<file path="config.mk">
export PLATFORM = sky130hd
export DESIGN_NAME = serial_audio_sink_flat
export DESIGN_NICKNAME = d
export VERILOG_FILES = /design/src/verilog/audio_in_pkg.sv /design/src/verilog/audio_serial_if.sv /design/src/verilog/serial_audio_sink.sv /design/src/flat_wrapper.sv
export SDC_FILE = /design/constraint.sdc
export NUM_CORES = 1
export LEC_CHECK = 0
export ABC_AREA = 1
export ABC_CLOCK_PERIOD_IN_PS = 6600
export CAP_MARGIN = 20
export CORE_UTILIZATION = 60
export CTS_CLUSTER_SIZE = 40
export DETAILED_ROUTE_END_ITERATION = 10
export DONT_BUFFER_PORTS = 1
export GPL_TIMING_DRIVEN = 0
export PLACE_DENSITY_LB_ADDON = 0.2
export SYNTH_ARGS = -nofsm -noshare
export SYNTH_HDL_FRONTEND = slang
export SYNTH_SLANG_ARGS = --single-unit
</file>
<file path="constraint.sdc">
create_clock -name clk -period 6.6 [get_ports clk]
set_input_delay 0.99 -clock clk [delete_from_list [all_inputs] [get_ports clk]]
set_output_delay 0.99 -clock clk [all_outputs]
set_load 0.005 [all_outputs]
</file>
<file path="src/verilog/audio_in_pkg.sv">
package audio_in_pkg;

    // ---------------------------------------------------------------
    // framing and word width selections
    // ---------------------------------------------------------------
    typedef enum logic [1:0] {
        FMT_I2S   = 2'b00,
        FMT_LEFT  = 2'b01,
        FMT_RIGHT = 2'b10
    } fmt_t;

    typedef enum logic [1:0] {
        WID16 = 2'b00,
        WID18 = 2'b01,
        WID20 = 2'b10,
        WID24 = 2'b11
    } width_t;

    // ---------------------------------------------------------------
    // slot geometry
    // ---------------------------------------------------------------
    localparam int SAMPLE_W = 24;
    localparam logic [4:0] MSB_IDX = 5'h17;
    localparam logic [5:0] SLOT_LEN = 6'h20;
    localparam logic [5:0] SLOT_LAST = 6'h1F;
    localparam logic [5:0] POS_MAX = 6'h3F;
    localparam logic [5:0] BITS16 = 6'h10;
    localparam logic [5:0] BITS18 = 6'h12;
    localparam logic [5:0] BITS20 = 6'h14;
    localparam logic [5:0] BITS24 = 6'h18;
    localparam logic [5:0] I2S_DELAY = 6'h01;
    localparam logic [5:0] NO_DELAY = 6'h00;

    // ---------------------------------------------------------------
    // timing: the source derives the bit clock from clk
    // ---------------------------------------------------------------
    localparam int CLK_PERIOD_NS = 10;
    localparam int BIT_HALF_NS = 60;
    localparam int BIT_HALF_CYC = BIT_HALF_NS / CLK_PERIOD_NS;
    localparam logic [3:0] DIV_LAST = 4'(BIT_HALF_CYC - 1);

    function automatic logic [5:0] word_bits(input width_t w);
        unique case (w)
            WID16: word_bits = BITS16;
            WID18: word_bits = BITS18;
            WID20: word_bits = BITS20;
            WID24: word_bits = BITS24;
        endcase
    endfunction : word_bits

    // bit position of the msb inside a slot, counted from the
    // first bit clock after the channel clock changes
    function automatic logic [5:0] msb_pos(input fmt_t f,
                                           input width_t w);
        unique case (f)
            FMT_I2S: msb_pos = I2S_DELAY;
            FMT_LEFT: msb_pos = NO_DELAY;
            FMT_RIGHT: msb_pos = SLOT_LEN - word_bits(w);
            default: msb_pos = I2S_DELAY;
        endcase
    endfunction : msb_pos

    // channel clock level that marks the right channel
    function automatic logic right_level(input fmt_t f);
        right_level = (f == FMT_I2S) || (f != FMT_LEFT && f != FMT_RIGHT);
    endfunction : right_level

endpackage : audio_in_pkg

</file>
<file path="src/verilog/audio_serial_if.sv">
`timescale 1ns/100ps
interface audio_serial_if;
    logic bitClk;
    logic chanClk;
    logic serData;

    modport source (
        output bitClk,
        output chanClk,
        output serData
    );

    modport sink (
        input bitClk,
        input chanClk,
        input serData
    );
endinterface : audio_serial_if

</file>
<file path="src/verilog/serial_audio_sink.sv">
`timescale 1ns/100ps
module serial_audio_sink (
    input wire logic clk,
    input wire logic nrst,
    audio_serial_if.sink link,
    input wire audio_in_pkg::fmt_t fmt,
    input wire audio_in_pkg::width_t wordSel,
    output logic pairValid,
    input wire logic pairReady,
    output logic [23:0] leftOut,
    output logic [23:0] rightOut,
    output logic bufFull,
    output logic overrun
);

    // ---------------------------------------------------------------
    // state
    // ---------------------------------------------------------------
    // the buffer is two entries: head feeds the ports straight from
    // flops, tail catches a pair that lands while head is stalled
    typedef struct packed {
        logic [2:0] meta;
        logic [2:0] sync;
        logic bclkPrev;
        logic lrPrev;
        logic [5:0] pos;
        logic [23:0] shL;
        logic [23:0] shR;
        logic leftDone;
        logic headV;
        logic [23:0] headL;
        logic [23:0] headR;
        logic tailV;
        logic [23:0] tailL;
        logic [23:0] tailR;
        logic ovr;
    } snk_t;

    snk_t st_ff;
    snk_t nxt_st;

    // ---------------------------------------------------------------
    // next state
    // ---------------------------------------------------------------
    always_comb begin
        logic bclk;
        logic lr;
        logic dat;
        logic rightCh;
        logic push;
        logic [5:0] off;
        logic [5:0] wbits;
        logic [5:0] k;
        nxt_st = st_ff;
        bclk = st_ff.sync[2];
        lr = st_ff.sync[1];
        dat = st_ff.sync[0];
        rightCh = 1'b0;
        push = 1'b0;
        off = audio_in_pkg::msb_pos(fmt, wordSel);
        wbits = audio_in_pkg::word_bits(wordSel);
        k = 6'h00;
        nxt_st.ovr = 1'b0;

        // two flops on every pin before any logic looks at it
        nxt_st.meta = {link.bitClk, link.chanClk, link.serData};
        nxt_st.sync = st_ff.meta;
        nxt_st.bclkPrev = bclk;

        if (bclk && !st_ff.bclkPrev) begin
            nxt_st.lrPrev = lr;
            rightCh = lr == audio_in_pkg::right_level(fmt);
            // a channel clock change marks bit zero of a new slot
            if (lr != st_ff.lrPrev) begin
                k = 6'h00;
            end else if (st_ff.pos != audio_in_pkg::POS_MAX) begin
                k = st_ff.pos + 6'h01;
            end else begin
                k = st_ff.pos;
            end
            nxt_st.pos = k;
            if (k == 6'h00 && !rightCh) begin
                nxt_st.shL = 24'h0;
                nxt_st.leftDone = 1'b0;
            end
            if (k == 6'h00 && rightCh) begin
                nxt_st.shR = 24'h0;
            end
            k = k - off;
            // outside the word window the line is don't-care
            if (nxt_st.pos >= off && k < wbits) begin
                if (rightCh) begin
                    nxt_st.shR[audio_in_pkg::MSB_IDX - k[4:0]] = dat;
                end else begin
                    nxt_st.shL[audio_in_pkg::MSB_IDX - k[4:0]] = dat;
                end
                if (k == wbits - 6'h01) begin
                    if (!rightCh) begin
                        nxt_st.leftDone = 1'b1;
                    end else if (st_ff.leftDone) begin
                        push = 1'b1;
                        nxt_st.leftDone = 1'b0;
                    end
                end
            end
        end

        // ---------------------------------------------------------------
        // two-entry output buffer
        // ---------------------------------------------------------------
        if (st_ff.headV && pairReady) begin
            nxt_st.headV = st_ff.tailV;
            nxt_st.headL = st_ff.tailL;
            nxt_st.headR = st_ff.tailR;
            nxt_st.tailV = 1'b0;
        end
        if (push) begin
            // the encoder cannot stall the serial line, so a third pair
            // is dropped and flagged rather than corrupting the buffer
            if (!nxt_st.headV) begin
                nxt_st.headV = 1'b1;
                nxt_st.headL = nxt_st.shL;
                nxt_st.headR = nxt_st.shR;
            end else if (!nxt_st.tailV) begin
                nxt_st.tailV = 1'b1;
                nxt_st.tailL = nxt_st.shL;
                nxt_st.tailR = nxt_st.shR;
            end else begin
                nxt_st.ovr = 1'b1;
            end
        end
    end

    // ---------------------------------------------------------------
    // registers
    // ---------------------------------------------------------------
    always_ff @(posedge clk or negedge nrst) begin
        if (!nrst) begin
            // idle link levels: channel clock rests high, so no false
            // slot start is seen on the first bit clock after reset
            st_ff <= '{meta: 3'h2, sync: 3'h2, bclkPrev: 1'b0,
                       lrPrev: 1'b1, pos: audio_in_pkg::POS_MAX,
                       shL: 24'h0, shR: 24'h0, leftDone: 1'b0,
                       headV: 1'b0, headL: 24'h0, headR: 24'h0,
                       tailV: 1'b0, tailL: 24'h0, tailR: 24'h0,
                       ovr: 1'b0};
        end else begin
            st_ff <= nxt_st;
        end
    end

    assign pairValid = st_ff.headV;
    assign leftOut = st_ff.headL;
    assign rightOut = st_ff.headR;
    assign bufFull = st_ff.tailV;
    assign overrun = st_ff.ovr;

endmodule : serial_audio_sink

</file>
<file path="src/flat_wrapper.sv">
// flat-port wrapper written by rule: the top's interface ports become plain ports
module serial_audio_sink_flat 
  (clk, nrst, fmt, wordSel, pairValid, pairReady, leftOut, rightOut, bufFull, overrun, link_bitClk, link_chanClk, link_serData);
  audio_serial_if link_i ();
  input wire logic clk;
  input wire logic nrst;
  input wire audio_in_pkg::fmt_t fmt;
  input wire audio_in_pkg::width_t wordSel;
  output logic pairValid;
  input wire logic pairReady;
  output logic [23:0] leftOut;
  output logic [23:0] rightOut;
  output logic bufFull;
  output logic overrun;
  input wire logic [$bits(link_i.bitClk)-1:0] link_bitClk;
  input wire logic [$bits(link_i.chanClk)-1:0] link_chanClk;
  input wire logic [$bits(link_i.serData)-1:0] link_serData;
  assign link_i.bitClk = link_bitClk;
  assign link_i.chanClk = link_chanClk;
  assign link_i.serData = link_serData;
  serial_audio_sink u_core (.clk(clk), .nrst(nrst), .link(link_i), .fmt(fmt), .wordSel(wordSel), .pairValid(pairValid), .pairReady(pairReady), .leftOut(leftOut), .rightOut(rightOut), .bufFull(bufFull), .overrun(overrun));
endmodule
</file>
==> results.yml <==
status:
  status: "finished, final reports clean"
sta:
  max_slew.worst_pin.slew_ns: 0.920
  fin_skew_ns: 0.00898
  fin_tns_setup_ns: 0
  min_period_ns: 4.57
  slew_headroom_pct: 38.5
  setup_ws_ns: 2.03
  finalCritPeriodShare_pct: 69.2
  finalSetupViolCount: 0
  fmax_mhz: 219
  maxSlewViolCount: 0
  rsz0062_at_grt: "no"
  finalHoldViolCount: 0
critical_path:
  end_kind: "register"
  required_ns: 6.91
  cpPeakStageDelay_ns: 0.59
  crit_arrival_ns: 4.88
  r2r_slack_ns: 2.03
  regToRegStartpoint: "u_core.st_ff[148]$_DFFE_PN1P_"
  critPathKind: "reg2reg"
  rr_worst_depth: 22
  r2r-end: "u_core.leftOut[3]$_DFF_PN0_"
  crit_chain: "ha_1 -> nand3_1 -> nor2_1 -> nand2_1 -> nand3_1 -> ha_1 -> inv_1 -> fa_1 -> or2_1 -> nand2_2 -> inv_1 -> buf_2 -> ha_1 -> a21oi_1 -> nand2_1 -> nand2_2 -> nand2_4 -> nor2_8 -> nand4_4 -> clkbuf_1 -> nand2_1 -> nand2_1"
  crit_path_start_kind: "register"
  critPathSlowestCell: "dfstp_2"
  critPathMostFrequentCell: "nand2_1"
  path_max_fanout: 10
power:
  leakagePower_nw: 5.81
  p_clk_share_pct: 31.5
  intPower_mw: 1.88
  power_frac_seq_pct: 37.6
  pwr_density_cell_nw_per_um2: 293
  peakVddDrop_mv: 0.218
  p_sw_share_pct: 38.3
  p_switching_mw: 1.17
  power_frac_comb_pct: 30.9
layout:
  syn_to_final_growth_pct: 8.74
  seq_area_um2: 4070
  drive_above_1_share_pct: 11.5
  final_area_um2: 10400
  nFillCells: 1372
  multiInputGateArea_um2: 4460
  fin_nets: 1400
  final_cell_mix: "644 x nand2_1, 153 x dfrtp_1, 151 x nand3_1"
  mostFrequentLayoutCell: "nand2_1"
drt:
  wl_mm: 24.7
  drt_iter0_markers: 727
  vias: 8733
  wl_per_cell_um: 15.5
  via_per_inst: 5.46
  drc: 0
  drtAntennaViolNets: 0
  drt_pass1_iterations: 5
flow_run:
  maxCapViolCount: 0
floorplanning:
  dieArea_um2: 16400
  start_util_pct: 62.1
  design.core.area_um2: 15400
  row_count: 45
  die_w_um: 128
  die-height_um: 128
  pin_count: 61
clock_tree:
  clk_pin_slew_ns: 0.06
  clk_latency_ns: 0.43
  cts_buffers: 17
  hold_buffers: 0
  ctsRootBufferMaster: "clkbuf_16"
  cts_setup_buffers: 0
  htreeDepth: 4
  cts_resized: 0
  cts.path.max_buffers: 2
  cts_tree: "yes"
  cts.sinks: 162
placed_design:
  dp_slack_ns: 2.00
  portBuffers: 0
  place_area_um2: 9810
  place_hpwl_mm: 17.8
  gp_congestion: 0.965
logic_synthesis:
  ys_seq_area_share_pct: 42.6
  synthArstFlopShare_pct: 100
  syn-num-nets: 1381
  avgSynthCellArea_um2: 7.05
  synth_seq_cells: 162
  synthFlopType: "dfrtp_1"
  netlist_instances: 1355
  synth_area_um2: 9550
  yosysUniqueCellTypes: 32
  synth_edf_count: 0
  synth_warnings: 0
global_routing:
  grt_max_degree: 163
  antenna_found_initial: 1
  grt_usage_pct: 32.0
  gr-total-overflow: 0
  grt_pass1_vias: 8287
  grt_pass1_wl_mm: 40.5
worst_hold_path:
  hold_path.class: "in2async"
[stage by stage]
| stage | cells | utilization (%) | total power, mW | hold slack [ns] |
|---|---|---|---|---|
| after floorplan | 1355 | - | 1.84 | 0.331 |
| after global placement | 1566 | 63.8 | 2.05 | 0.335 |
| after detailed placement | 1566 | 63.8 | 2.07 | 0.335 |
| after CTS | 1598 | 67.5 | 3.03 | 0.251 |
| after global routing | 1598 | 67.5 | 3.22 | 0.247 |
| final | 1599 | 67.5 | 3.05 | 0.259 |
[cell usage after synthesis (2+ instances only)]
cell	number	area (um^2)
o21ai_0	8	40.0
nor2_4	2	22.5
dfstp_2	9	236
nand2_4	3	33.8
xnor2_1	2	17.5
nand4_1	76	475
nor2_2	2	12.5
nand3_2	5	50.1
a21oi_1	3	15.0
nand3_1	151	756
buf_4	52	390
inv_1	60	225
nand2_2	7	43.8
nand2_1	644	2420
ha_1	15	188
clkbuf_1	35	131
dfrtp_1	153	3830
inv_2	8	30.0
buf_2	28	140
buf_1	4	15.0
nor2_1	70	263
buf_6	8	90.1
[worst max-delay path: cells and delay by family (launching register included)]
family	cells	cell delay (ns)
AO/OA/AOI/OAI	1	0.15
buffers and inverters	4	0.65
AND/OR/NAND/NOR	13	1.96
adder cells (fa/ha/maj)	4	1.07
flip-flops	1	0.59
[per-layer routing]
metal	global-route usage (%)	wire, um	share of wire, %	vias to the layer above
met5	0	0	0	-
met4	13.4	916	3.7	0
met3	7.05	1700	6.9	61
met2	50.4	11200	45	295
met1	42.9	10900	44	4089
li1	-	-	-	4288
[power by group through the flow]
stage | clock, mW | combinational (mW) | sequential [mW]
global placement | 0 | 0.887 | 1.16
global route | 1.01 | 1.04 | 1.16
detailed placement | 0 | 0.906 | 1.16
finish | 0.960 | 0.941 | 1.15
CTS | 0.968 | 0.914 | 1.14
floorplan | 0 | 0.695 | 1.15
[area by class of cell]
cell class,count,area share (%)
clock buffer,19,4.27
sequential,162,39.2
clock inverter,13,1.21
antenna,1,0.0241
tap,211,2.54
buffer,127,7.39
inverter,69,2.49
multi-input combinational,997,42.9
[logic make-up (layout without fill, tap and decap cells)]
logic type,count (synthesis),after routing,share of synthesized area [%]
and+or+nand+nor,965,965,43.4
buffers and inverters,196,228,10.7
DFF,162,162,42.6
adders and majority gates,16,16,2.18
AOI/OAI and AO/OA,13,13,0.826
xor gates and xnor gates,3,3,0.275
other,0,1,0
[registers in the layout (all words and copies together), names as in the netlist]
name and cells:
u_core.st_ff 107, u_core.leftOut 24, u_core.rightOut 24, u_core.nxt_st 4, u_core.bufFull 1, u_core.overrun 1, u_core.pairValid 1
[worst max path at each step]
stage / start / end / slack, ns / cells past startpoint
3_5_place_dp: fmt[0] / u_core.leftOut[7]$_DFF_PN0_ / 2.00 / 20
4_1_cts: u_core.st_ff[148]$_DFFE_PN1P_ / u_core.leftOut[3]$_DFF_PN0_ / 2.08 / 22
6_report: u_core.st_ff[148]$_DFFE_PN1P_ / u_core.leftOut[3]$_DFF_PN0_ / 2.03 / 22
2_1_floorplan: fmt[0] / u_core.leftOut[11]$_DFF_PN0_ / 2.56 / 20
3_3_place_gp: fmt[0] / u_core.leftOut[7]$_DFF_PN0_ / 2.05 / 20
5_1_grt: u_core.st_ff[148]$_DFFE_PN1P_ / u_core.leftOut[3]$_DFF_PN0_ / 1.59 / 22
(Power assumes the default switching activity.)
